===== config.mk =====
export PLATFORM = sky130hd
export DESIGN_NAME = bufl_top
export DESIGN_NICKNAME = d
export VERILOG_FILES = /design/src/design/bufl_pkg.sv /design/src/design/bufl_sync.sv /design/src/design/bufl_top.sv
export VERILOG_INCLUDE_DIRS = /design/src /design/src/design
export SDC_FILE = /design/constraint.sdc
export NUM_CORES = 1
export LEC_CHECK = 0
export ABC_AREA = 1
export BUFFER_PORTS_ARGS = -buffer_cell sky130_fd_sc_hd__buf_4
export CAP_MARGIN = 20
export CORE_AREA = 8 8 88 90
export CTS_CLUSTER_DIAMETER = 30
export DETAILED_ROUTE_END_ITERATION = 6
export DIE_AREA = 0 0 96 98
export PLACE_DENSITY = 0.63
export SYNTH_ARGS = -nofsm -noshare
export SYNTH_HDL_FRONTEND = slang
export SYNTH_SLANG_ARGS = --single-unit
export TNS_END_PERCENT = 100

===== constraint.sdc =====
create_clock -name ref_clk_i -period 1.58 [get_ports ref_clk_i]
set_input_delay 0.237 -clock ref_clk_i [delete_from_list [all_inputs] [get_ports ref_clk_i]]
set_output_delay 0.237 -clock ref_clk_i [all_outputs]
set_load 0.02 [all_outputs]

===== src/design/bufl_consts.svh =====
`ifndef BUFL_CONSTS_SVH
`define BUFL_CONSTS_SVH

// Channel count and fault word layout
`define BUFL_CH_NUM 6
`define BUFL_WORD_W 9
`define BUFL_LOAD_LSB 0
`define BUFL_UV_BIT 7
`define BUFL_OV_BIT 8

// Comparator thresholds in millivolts; the comparison itself is analog
`define BUFL_UV_THRESH_MV 4800
`define BUFL_INT_REF_MV 1250

// Reset values and synchroniser stage count
`define BUFL_WORD_RST 9'h000
`define BUFL_DRIVE_RST 6'h00
`define BUFL_FLAG_N_RST 1'b1
`define BUFL_FLAG_OE_RST 1'b0
`define BUFL_SYNC_STAGES 2
// Control chain order is uv, ov, chip select, strap; chip select rests high
// so that no false capture edge follows reset
`define BUFL_CTL_SYNC_RST 4'h2
`define BUFL_CS_IDLE 1'b1

`endif


===== src/design/bufl_pkg.sv =====
package bufl_pkg;

    // Fault flag line state
    typedef enum logic [0:0] {
        BUFL_FLAG_RELEASED,
        BUFL_FLAG_HELD
    } bufl_flag_state_t;

    // Meaning of the reference select level
    typedef enum logic [0:0] {
        BUFL_REF_INTERNAL,
        BUFL_REF_EXTERNAL
    } bufl_ref_sel_t;

endpackage : bufl_pkg


===== src/design/bufl_sync.sv =====
`timescale 1ns/100ps
`include "bufl_consts.svh"

// Two-stage synchroniser for a bundle of unrelated level signals
module bufl_sync
    import bufl_pkg::*;
#(
    parameter int WIDTH = 1,
    parameter logic [WIDTH-1:0] RST_VAL = '0
)
(
    input wire logic ref_clk_i,
    input wire logic resetn_i,
    input wire logic [WIDTH-1:0] async_i,
    output logic [WIDTH-1:0] sync_o
);

    logic [WIDTH-1:0] meta_r; // First stage, read only by the second
    logic [WIDTH-1:0] meta_nxt;
    logic [WIDTH-1:0] sync_r; // Second stage, safe to use
    logic [WIDTH-1:0] sync_nxt;

    if (WIDTH < 1)
    begin : g_chk
        $error("bufl_sync: WIDTH must be at least 1");
    end

    // Next values of the chain
    always_comb
    begin
        meta_nxt = async_i;
        sync_nxt = meta_r;
    end

    // Chain registers
    always_ff @(posedge ref_clk_i or negedge resetn_i)
    begin
        if (!resetn_i)
        begin
            // Idle level of each pin, so a reset does not fake an edge
            meta_r <= RST_VAL;
            sync_r <= RST_VAL;
        end
        else
        begin
            meta_r <= meta_nxt;
            sync_r <= sync_nxt;
        end
    end

    assign sync_o = sync_r;

endmodule : bufl_sync


===== src/design/bufl_top.sv =====
// Overview of operation
// [RQ1] Undervoltage holds all six gate drives off
// [RQ2] Never switch FETs on at low battery
// [RQ3] Drives follow commands again after undervoltage clears
// [RQ4] Undervoltage pulls the open-drain fault flag low
// [RQ5] Fault word bit 7 marks undervoltage at capture
// [RQ6] Undervoltage hides open and shorted load faults
// [RQ7] Cleared undervoltage before capture is not recorded
// [RQ8] Chip select fall releases flag if fault-free
// [RQ9] Load faults compare drain against selected reference
// [RQ10] Reference select low internal, high external
// [RQ11] Fault word bits 0-5 flag channel load faults
// [RQ12] Fault word bit 8 marks battery overvoltage
// [RQ13] Controller clears false faults after power-up
// [RQ14] Load reporting returns once undervoltage clears
// [RQ15] Chip select fall snapshots live faults
`timescale 1ns/100ps
`include "bufl_consts.svh"

module bufl_top
    import bufl_pkg::*;
#(
    parameter int CH_NUM = `BUFL_CH_NUM
)
(
    input wire logic ref_clk_i,
    input wire logic resetn_i,
    input wire logic uv_cmp_i,
    input wire logic ov_cmp_i,
    input wire logic cs_n_i,
    input wire logic ext_ref_select_i,
    input wire logic [CH_NUM-1:0] par_on_i,
    input wire logic [CH_NUM-1:0] ser_on_i,
    input wire logic [CH_NUM-1:0] load_sense_in_int_i,
    input wire logic [CH_NUM-1:0] load_sense_in_ext_i,
    output logic [CH_NUM-1:0] fet_drive_out_o,
    output logic [`BUFL_WORD_W-1:0] fault_word_o,
    output logic fault_flag_n_o,
    output logic fault_flag_n_oe_o
);

    // The load bits must fit below the undervoltage bit of the word
    if (CH_NUM < 1 || CH_NUM > `BUFL_UV_BIT)
    begin : g_chk
        $error("bufl_top: CH_NUM must lie between 1 and 7");
    end

    // Synchronised copies of pin-level inputs
    logic uv_s; // Battery below threshold
    logic ov_s; // Battery above threshold
    logic cs_n_s; // Chip select, active low
    logic ref_sel_s; // Reference select level
    logic [CH_NUM-1:0] par_on_s; // Parallel on commands
    logic [CH_NUM-1:0] above_int_s; // Drain above internal reference
    logic [CH_NUM-1:0] above_ext_s; // Drain above external reference

    // Battery comparators, chip select and strap share one chain
    bufl_sync #(
        .WIDTH(4),
        .RST_VAL(`BUFL_CTL_SYNC_RST)
    ) u_sync_ctl (
        .ref_clk_i(ref_clk_i),
        .resetn_i(resetn_i),
        .async_i({uv_cmp_i, ov_cmp_i, cs_n_i, ext_ref_select_i}),
        .sync_o({uv_s, ov_s, cs_n_s, ref_sel_s})
    );

    // Parallel command pins act in real time, so they only pay the sync delay
    bufl_sync #(
        .WIDTH(CH_NUM)
    ) u_sync_par (
        .ref_clk_i(ref_clk_i),
        .resetn_i(resetn_i),
        .async_i(par_on_i),
        .sync_o(par_on_s)
    );

    // Drain comparator against the internal reference
    bufl_sync #(
        .WIDTH(CH_NUM)
    ) u_sync_int (
        .ref_clk_i(ref_clk_i),
        .resetn_i(resetn_i),
        .async_i(load_sense_in_int_i),
        .sync_o(above_int_s)
    );

    // Drain comparator against the external reference
    bufl_sync #(
        .WIDTH(CH_NUM)
    ) u_sync_ext (
        .ref_clk_i(ref_clk_i),
        .resetn_i(resetn_i),
        .async_i(load_sense_in_ext_i),
        .sync_o(above_ext_s)
    );

    // Registered state
    logic [CH_NUM-1:0] drive_r; // Gate drive outputs
    logic [CH_NUM-1:0] drive_nxt;
    logic cs_prev_r; // Chip select one cycle back, for edge detect
    logic cs_prev_nxt;
    logic [`BUFL_WORD_W-1:0] word_r; // Serial fault status word
    logic [`BUFL_WORD_W-1:0] word_nxt;
    bufl_flag_state_t flag_r; // Fault flag state
    bufl_flag_state_t flag_nxt;
    logic flag_n_r; // Open-drain level, low while held
    logic flag_n_nxt;
    logic flag_oe_r; // Pin driven while held
    logic flag_oe_nxt;

    // Combinational helpers
    bufl_ref_sel_t ref_sel; // Decoded reference choice
    logic [CH_NUM-1:0] drain_above; // Drain above the selected reference
    logic [CH_NUM-1:0] load_flt; // Raw open or shorted load per channel
    logic [CH_NUM-1:0] load_rep; // Load faults that may be reported
    logic batt_flt; // Any battery fault present
    logic any_flt; // Any fault present right now
    logic cs_fall; // One-cycle pulse on chip select falling

    // Reference choice and per-channel load fault detection
    always_comb
    begin
        ref_sel = ref_sel_s ? BUFL_REF_EXTERNAL : BUFL_REF_INTERNAL; // RQ10
        // Pick one comparator bank per the strap
        if (ref_sel == BUFL_REF_EXTERNAL)
        begin
            drain_above = above_ext_s; // RQ9
        end
        else
        begin
            drain_above = above_int_s; // RQ9
        end
        // Off channel with low drain is open; on channel with high drain is shorted.
        // No deglitch window here: the analog front end filters before these pins.
        load_flt = (~drive_r & ~drain_above) | (drive_r & drain_above); // RQ9
        batt_flt = uv_s | ov_s;
        // Battery faults mask load reporting; it returns the cycle they clear
        load_rep = batt_flt ? '0 : load_flt; // RQ6 RQ14
        any_flt = batt_flt | (|load_rep);
        cs_fall = cs_prev_r & ~cs_n_s;
    end

    // Gate drives: either interface may turn a channel on, battery lockout wins
    always_comb
    begin
        drive_nxt = ser_on_i | par_on_s; // RQ3
        if (uv_s)
        begin
            // Low battery cannot fully enhance the FETs, keep them off
            drive_nxt = '0; // RQ1 RQ2
        end
        else if (ov_s)
        begin
            drive_nxt = '0;
        end
    end

    // Fault word: snapshot of live conditions on chip select falling
    always_comb
    begin
        word_nxt = word_r;
        cs_prev_nxt = cs_n_s;
        if (cs_fall)
        begin
            // A battery fault gone before the edge is simply absent here
            word_nxt = '0; // RQ15 RQ7
            word_nxt[`BUFL_LOAD_LSB +: CH_NUM] = load_rep; // RQ11
            word_nxt[`BUFL_UV_BIT] = uv_s; // RQ5
            word_nxt[`BUFL_OV_BIT] = ov_s; // RQ12
        end
    end

    // Fault flag: held by any fault, released only on a fault-free edge
    always_comb
    begin
        flag_nxt = flag_r;
        unique case (flag_r)
            BUFL_FLAG_RELEASED:
            begin
                // Take hold as soon as anything is wrong
                if (any_flt)
                begin
                    flag_nxt = BUFL_FLAG_HELD; // RQ4
                end
            end
            BUFL_FLAG_HELD:
            begin
                // A live fault outranks the release edge in the same cycle
                if (cs_fall && !any_flt)
                begin
                    flag_nxt = BUFL_FLAG_RELEASED; // RQ8
                end
            end
        endcase
        flag_n_nxt = (flag_nxt == BUFL_FLAG_RELEASED); // RQ4
        flag_oe_nxt = (flag_nxt == BUFL_FLAG_HELD);
    end

    // All registers of the block
    always_ff @(posedge ref_clk_i or negedge resetn_i)
    begin
        if (!resetn_i)
        begin
            drive_r <= `BUFL_DRIVE_RST;
            cs_prev_r <= `BUFL_CS_IDLE;
            word_r <= `BUFL_WORD_RST;
            flag_r <= BUFL_FLAG_RELEASED;
            flag_n_r <= `BUFL_FLAG_N_RST;
            flag_oe_r <= `BUFL_FLAG_OE_RST;
        end
        else
        begin
            drive_r <= drive_nxt;
            cs_prev_r <= cs_prev_nxt;
            word_r <= word_nxt;
            flag_r <= flag_nxt;
            flag_n_r <= flag_n_nxt;
            flag_oe_r <= flag_oe_nxt;
        end
    end

    // Outputs straight from flip-flops
    assign fet_drive_out_o = drive_r;
    assign fault_word_o = word_r;
    assign fault_flag_n_o = flag_n_r;
    assign fault_flag_n_oe_o = flag_oe_r;

endmodule : bufl_top


## Word level (Yosys, flattened, before mapping)

Index checks and enable logic that the tools add are counted.

| operators by class | value |
|---|---|
| mux-type cells | 8 |
| reductions and logical operators | 3 |
| bitwise logic cells | 12 |

Operators by type and width:

| operator | number |
|---|---|
| $mux W6 | 4 |
| $and A6 B6 Y6 | 2 |
| $not A6 Y6 | 2 |
| $or A6 B6 Y6 | 2 |
| $reduce_or A6 Y1 | 1 |
| $mux W1 | 3 |
| $not A1 Y1 | 3 |
| $or A1 B1 Y1 | 2 |
| $pmux W1 S2 | 1 |
| $and A1 B1 Y1 | 1 |
| $logic_and A1 B1 Y1 | 1 |
| $logic_not A1 Y1 | 1 |

| word-level totals | value |
|---|---|
| bits of input ports | 30 |
| register bits after elaboration | 61 |
| logic and storage cells | 36 |

## Longest topological paths before layout

Gate-level depths: netlist of the first run.

| logic depth | value |
|---|---|
| depth after elaboration | 13 |
| gate-level depth with buffers | 10 |
| depth with buffers taken out | 9 |

## Cells and area by module

Synthesis of the first run repeated with hierarchy kept, for this count alone.

| unflattened totals | value |
|---|---|
| cells, all modules | 155 |
| area total of the unflattened synthesis | 1983.2 um^2 |

Modules (own cells, without submodules):

| module | area each (um^2) | cells an instance | sequential area each (um^2) | instances |
|---|---|---|---|---|
| bufl_sync at u_sync_ext ... | 300.3 | 12 | 300.3 | 3 |
| bufl_top | 879.6 | 111 | 427.9 | 1 |
| bufl_sync at u_sync_ctl | 202.7 | 8 | 202.7 | 1 |

## Worst setup path before layout of the first run

OpenSTA, ideal clock, no wires.

| path | value |
|---|---|
| kind | reg-to-reg |
| start | register u_sync_ctl.sync_r[1] (netlist: u_sync_ctl.sync_o[1]) |
| end | register word_r[7] (netlist: fault_word_o[7]) |
| library setup time | 125 ps |
| arrival time | 1041 ps |
| path buffers | 0 |
| stages on the path, launching flop included | 4 |
| setup slack | 414 ps |
| path through | dfstp_2 > inv_1 > nand2_1 > mux2_2 |

| on the way | value |
|---|---|
| longest elaborated chain between the ends | 2 |

Ends and longest elaborated chain:

| item | RTL line | RTL |
|---|---|---|
| from (decl) | bufl_sync.sv:20 | `logic [WIDTH-1:0] sync_r;` |
| from (signal assigned) | bufl_sync.sv:47 | `sync_r <= sync_nxt;` |
| $not A1 Y1 | bufl_top.sv:141 | `cs_fall = cs_prev_r & ~cs_n_s;` |
| $and A1 B1 Y1 | bufl_top.sv:141 |  |
| to (signal assigned) | bufl_top.sv:207 | `` word_r <= `BUFL_WORD_RST; `` |
| to (signal assigned) | bufl_top.sv:216 | `word_r <= word_nxt;` |
| to (decl) | bufl_top.sv:103 | `` logic [`BUFL_WORD_W-1:0] word_r; `` |

No other way between the ends.
A chain may end at the register's enable or synchronous reset.

## Final worst setup path of the first run

| path | value |
|---|---|
| start | register u_sync_ctl.sync_r[1] (netlist: u_sync_ctl.sync_o[1]) |
| end | register word_r[8] (netlist: fault_word_o[8]) |

The elaborated chain is that of the path after synthesis.

==> results of run 1 <==
-- tightest hold or removal path: stages --
cell and delay [ns]:
buf_4 0.08, nor2_1 0.03, nor2_1 0.08
-- metal layers --
layer	routed length, um	global-route usage, %	share of wire, %	vias up
li1	-	-	-	645
met4	78	4.62	2.2	0
met2	1660	12.7	46	35
met5	0	0	0	-
met1	1580	10.7	44	587
met3	293	5.53	8.1	9
-- worst min path at each step --
stage	from	to	slack, ns	cells past startpoint
3_5_place_dp	resetn_i	fault_word_o[8]$_DFFE_PN0P_	0.17	1
3_3_place_gp	resetn_i	fault_word_o[8]$_DFFE_PN0P_	0.17	1
5_1_grt	ser_on_i[1]	fet_drive_out_o[1]$_DFF_PN0_	0.13	3
2_1_floorplan	resetn_i	fault_flag_n_oe_o$_DFF_PN0_	-0.06	0
6_report	ser_on_i[3]	fet_drive_out_o[3]$_DFF_PN0_	0.14	3
4_1_cts	load_sense_in_ext_i[5]	u_sync_ext.meta_r[5]$_DFF_PN0_	0.00006	1
-- cells in the final DEF, fill, tap and decap left out --
master,Yosys,final
nand3_1,12,12
inv_8,1,1
conb_1,1,1
clkbuf_1,0,4
nor2_2,1,1
o21ai_0,5,5
mux2_2,2,2
dfrtp_1,57,57
inv_2,1,1
buf_12,0,1
nand2_1,31,31
dfstp_2,4,4
inv_1,13,13
dlygate4sd3_1,0,23
a21oi_4,1,1
nand3_2,3,3
inv_4,1,1
buf_4,1,46
clkbuf_8,0,11
nand2_2,7,7
clkinv_2,0,1
nor2_1,14,14
o21ai_1,1,1
nor2_8,1,1
-- state kept, by name, summed over array words and instances, names as in the netlist --
name / flops
u_sync_ext.sync_o: 6
u_sync_par.meta_r: 6
u_sync_int.sync_o: 6
fault_flag_n_oe_o: 1
fault_flag_n_o: 1
fault_word_o: 8
u_sync_ext.meta_r: 6
u_sync_ctl.sync_o: 4
u_sync_ctl.meta_r: 4
u_sync_int.meta_r: 6
fet_drive_out_o: 6
u_sync_par.sync_o: 6
cs_prev_r: 1
-- power breakdown --
group          leakage, nW  total (mW)  internal [mW]  switching (mW)
logic                0.590       0.325          0.166           0.159
clock network       0.0877        1.17          0.655           0.516
registers            0.724        1.70           1.65          0.0449
-- area by class of cell --
class	instances	area, um2
fillers	622	3620
flip-flops and latches	61	1530
repair buffers	70	596
multi-input cells	79	402
clock buffers	15	166
well taps	80	100
inverters	16	70.1
clock inverters	1	5.00
-- kinds of logic after synthesis --
logic type,after synthesis,share of synthesized area (%)
other cells,1,0.185
buf+inv,19,4.63
compound gates,7,2.28
simple gates,69,16.2
mux,2,1.11
flops,61,75.6
==> metrics.txt, run 1 <==
Root Buffer clkbuf_8; Synth Warn # 0; I/O pins 47; CTS H-tree depth 3; count leader, synth dfrtp_1; Max Cap Viol 0; crit-path leading delay family flip-flops; number of port buffers 45; clk_lat worst skew 0.32 ns; initial DRC count 83; synth top area cells dfrtp_1 70%, nand2_1 5.7%, dfstp_2 5.2%; drt total wl 3610 um; synth unique cells 21; slowest stage cell, crit path dfstp_2; Core Region 6490 um2; Ant. Diodes 0; Startpoint Class flop; row count 30; Post-synth EDFFs 0; die width 96 um; Post-DRT Antenna Nets 0; status finished clean; Via Count 1276; Wirelength per Cell 11.2 um; vias in the first global route 1399; maximum number of pins on one net before global-route repair 37; gpl congestion 0.709; largest buffer count on any clock path 2; Setup crit end fault_word_o[8]$_DFFE_PN0P_; Bufs and invs on worst path 1; Area Growth Syn to Fin 41.6%; share of the synthesized area in the top cell type 70.4%; cts hold-fix bufs 19; clk_skew 0.00281 ns; RSZ-0062 raised after global routing no; asr flop ratio synth 100%; CP arrival 1.49 ns; post-route cell area 2870 um2; Mapped Nets 189; WHS 0.137 ns; grt total ovfl 0; PostCTS Resize Cnt 0; fin util 44.2%; Worst Hold Class input port to flop; drt first pass iters 6; synth cell count leaders 57 x dfrtp_1, 31 x nand2_1, 14 x nor2_1, 13 x inv_1, 12 x nand3_1; die area 9410 um2; CP Max Fanout 7; CTS tree yes; endpoints failing setup 0; FF-to-FF path depth 3; Worst R2R End fault_word_o[8]$_DFFE_PN0P_; setup slack at placement 0.293 ns; Final period util 80.9%; Tot Pwr 3.20 mW; clk sinks 61; Worst R2R Start u_sync_ctl.sync_o[1]$_DFF_PN1_; final worst slack 0.301 ns; Total GRT Usage 9.15%; critical path data required time 1.79 ns; Placed Cells incl. Taps 283; Final Hold Vio Count 0; Critical Path Source u_sync_ctl.sync_o[1]$_DFF_PN1_; Finished Layout Cells 322; Synth Instances 159; P per Cell Area 1110 nW/um2; max-slew violations 0; critical-path cell list inv_1 -> nand2_1 -> mux2_2; Avg Inst Size Synth 12.7 um2; CTS Buf Count 9; Post-synth top flop dfrtp_1; flop-to-flop setup slack 0.30 ns; nets 267; vias per inst 3.96; DR DRC count 0; FMAX 0.782 GHz; Clk pin slew, worst setup/hold paths 0.06 ns; VDD IR max 0.000719 V; initial antenna violation count 0; WS Path Type flop to flop; total setup buffers inserted after CTS 0; Pleak 1.40 nW; placed instance area 2470 um2; largest area contributor in the synthesized netlist dfrtp_1; CP peak stage delay 0.53 ns; Final HPWL DP 2620 um; TNS Setup 0 ns; share of cells above drive strength 1 33.5%; number of cells on the critical path 3; global-route wire length before repair 6460 um; Initial Util 31.2%; time the worst path needs with I/O delays and setup 1.28 ns; Synth Register Bits 61; Seq/Total Area, Yosys 75.6%; Crit. End Element flop; Netlist Area Pre-Place 2030 um2; Die H 98 um
(Power assumes the default switching activity.)
==> inputs of run 2 (changes only) <==
clock period = 1.2 ns   (was 1.58 ns; I/O delays follow)
==> metrics.txt, run 2 (synthesis results as in run 1) <==
CTS tree yes (unchanged); VDD IR max 0.000684 V (was 0.000719 V); Final HPWL DP 2670 um (was 2620 um); DR DRC count 0 (unchanged); gpl congestion 0.723 (was 0.709); P per Cell Area 1480 nW/um2 (was 1110 nW/um2); clk_skew 0.00682 ns (was 0.00281 ns); I/O pins 47 (unchanged); CTS H-tree depth 3 (unchanged); global-route wire length before repair 6780 um (was 6460 um); CP arrival 1.41 ns (was 1.49 ns); Core Region 6490 um2 (unchanged); CP peak stage delay 0.48 ns (was 0.53 ns); vias in the first global route 1479 (was 1399); drt first pass iters 4 (was 6); CTS Buf Count 9 (unchanged); critical path data required time 1.42 ns (was 1.79 ns); initial DRC count 67 (was 83); FMAX 0.841 GHz (was 0.782 GHz); clk sinks 61 (unchanged); row count 30 (unchanged); number of port buffers 45 (unchanged); number of flip-flops under the largest register name 8 (unchanged); M1 GR Usage 11.0% (was 10.7%); fin util 46.1% (was 44.2%); Via Count 1341 (was 1276); nets 270 (was 267); initial antenna violation count 0 (unchanged); vias per inst 4.14 (was 3.96); Pleak 1.45 nW (was 1.40 nW); Clk pin slew, worst setup/hold paths 0.06 ns (about the same); Worst Hold Class input port to flop (unchanged); commonest non-fill, non-tap cells in the layout 56 x dfrtp_1, 47 x buf_4, 23 x nand2_1, 23 x dlygate4sd3_1 (was 57 x dfrtp_1, 46 x buf_4, 31 x nand2_1); largest buffer count on any clock path 2 (unchanged); Area Growth Syn to Fin 47.6% (was 41.6%); Tot Pwr 4.43 mW (was 3.20 mW); die area 9410 um2 (unchanged); global route hottest layer met2 (unchanged); Root Buffer clkbuf_8 (unchanged); Startpoint Class flop (unchanged); drt total wl 3920 um (was 3610 um); endpoints failing setup 0 (unchanged); TNS Setup 0 ns (unchanged); Max Cap Viol 0 (unchanged); Total GRT Usage 9.53% (was 9.15%); M3 GR Usage 3.84% (was 5.53%); Wirelength per Cell 12.1 um (was 11.2 um); Post-DRT Antenna Nets 0 (unchanged); setup slack at placement -0.104 ns (was 0.293 ns); Final period util 99.1% (was 80.9%); final worst slack 0.0103 ns (was 0.301 ns); share of cells above drive strength 1 42.6% (was 33.5%); die width 96 um (unchanged); time the worst path needs with I/O delays and setup 1.19 ns (was 1.28 ns); RSZ-0062 raised after global routing yes (was no); critical-path cell list buf_6 -> nand2_1 -> nand3_2 -> nand3_2 -> nand2_1 -> nor2_1 -> nand2_1 (was inv_1 -> nand2_1 -> mux2_2); WS Path Type flop to flop (unchanged); Initial Util 31.2% (unchanged); clk_lat worst skew 0.33 ns (was 0.32 ns); commonest non-fill, non-tap cell in the layout dfrtp_1 (unchanged); max-slew violations 0 (unchanged); CP Max Fanout 5 (was 7); Final Hold Vio Count 0 (unchanged); status finished clean (unchanged); WHS 0.0761 ns (was 0.137 ns); GRT met2 Usage 13.6% (was 12.7%); Die H 98 um (unchanged); Crit. End Element flop (unchanged); grt total ovfl 0 (unchanged); Ant. Diodes 0 (unchanged); CP dominant cell by count nand2_1; fill count 597 (was 622); slowest stage cell, crit path dfrtp_2 (was dfstp_2); maximum number of pins on one net before global-route repair 35 (was 37)
==> run 2: cell count changes in the layout (fill, tap and decap cells not counted), moves of 3 or more <==
cell,previous run,this run
nand3_1,12,4
nand3_2,3,11
nand2_2,7,14
clkbuf_8,11,14
nand2_1,31,23
clkbuf_1,4,1
==> run 2: critical path, delay by kind of cell (launching register included) <==
kind / cells / cell delay [ns]
buffers and inverters: 1 / 0.15
and+or+nand+nor: 6 / 0.45
DFF: 1 / 0.48
==> run 2: where the power goes <==
group	switching (mW)	internal [mW]	leakage [nW]
clock	0.698	1.02	0.102
combinational	0.230	0.236	0.624
sequential	0.0626	2.18	0.723
==> run 2: cell type report <==
type	count	area, um2	area share, %
Inverter	16	70.1	2.34
Clock buffer	15	196	6.57
Timing Repair Buffer	73	626	20.9
Sequential cell	61	1530	51.2
Multi-Input combinational cell	79	467	15.6
Tap cell	80	100	3.35
==> run 2: path summary, 6_finish.rpt <==
kind / start / end / slack, ns / depth (start not counted)
worst min register to register: u_sync_ctl.meta_r[3]$_DFF_PN0_ / u_sync_ctl.sync_o[3]$_DFF_PN0_ / 0.34 / 0
min in group asynchronous: resetn_i / fault_word_o[3]$_DFFE_PN0P_ / 0.31 / 2
worst max register to register: u_sync_ctl.sync_o[0]$_DFF_PN0_ / fault_flag_n_oe_o$_DFF_PN0_ / 0.01 / 7
max in group asynchronous: resetn_i / u_sync_ctl.sync_o[0]$_DFF_PN0_ / 0.39 / 3
worst max-delay path: u_sync_ctl.sync_o[0]$_DFF_PN0_ / fault_flag_n_oe_o$_DFF_PN0_ / 0.01 / 7
worst min-delay path: ser_on_i[1] / fet_drive_out_o[1]$_DFF_PN0_ / 0.08 / 3
==> run 2: per-stage QoR <==
| step | instance area [um2] | instances |
|---|---|---|
| after floorplan | 2030 | 159 |
| after CTS | 2910 | 322 |
| after global routing | 2990 | 324 |
| final | 2990 | 324 |
| after detailed placement | 2480 | 284 |
| after global placement | 2480 | 284 |
==> run 2: per-layer routing <==
layer  up-vias  part of all wire [%]
li1        651                     -
met1       637                    41
met2        41                    49
met3        12                   7.3
met4         0                   3.3
met5         -                     0
==> run 2: what timing repair did <==
action | CTS | global route
setup buffers | 0 | 2
hold buffers | 23 | 0
resized for setup | 2 | 21
pin swaps | 0 | 9
hold endpoints to repair | 45 | 0
setup endpoints to repair | 5 | 4
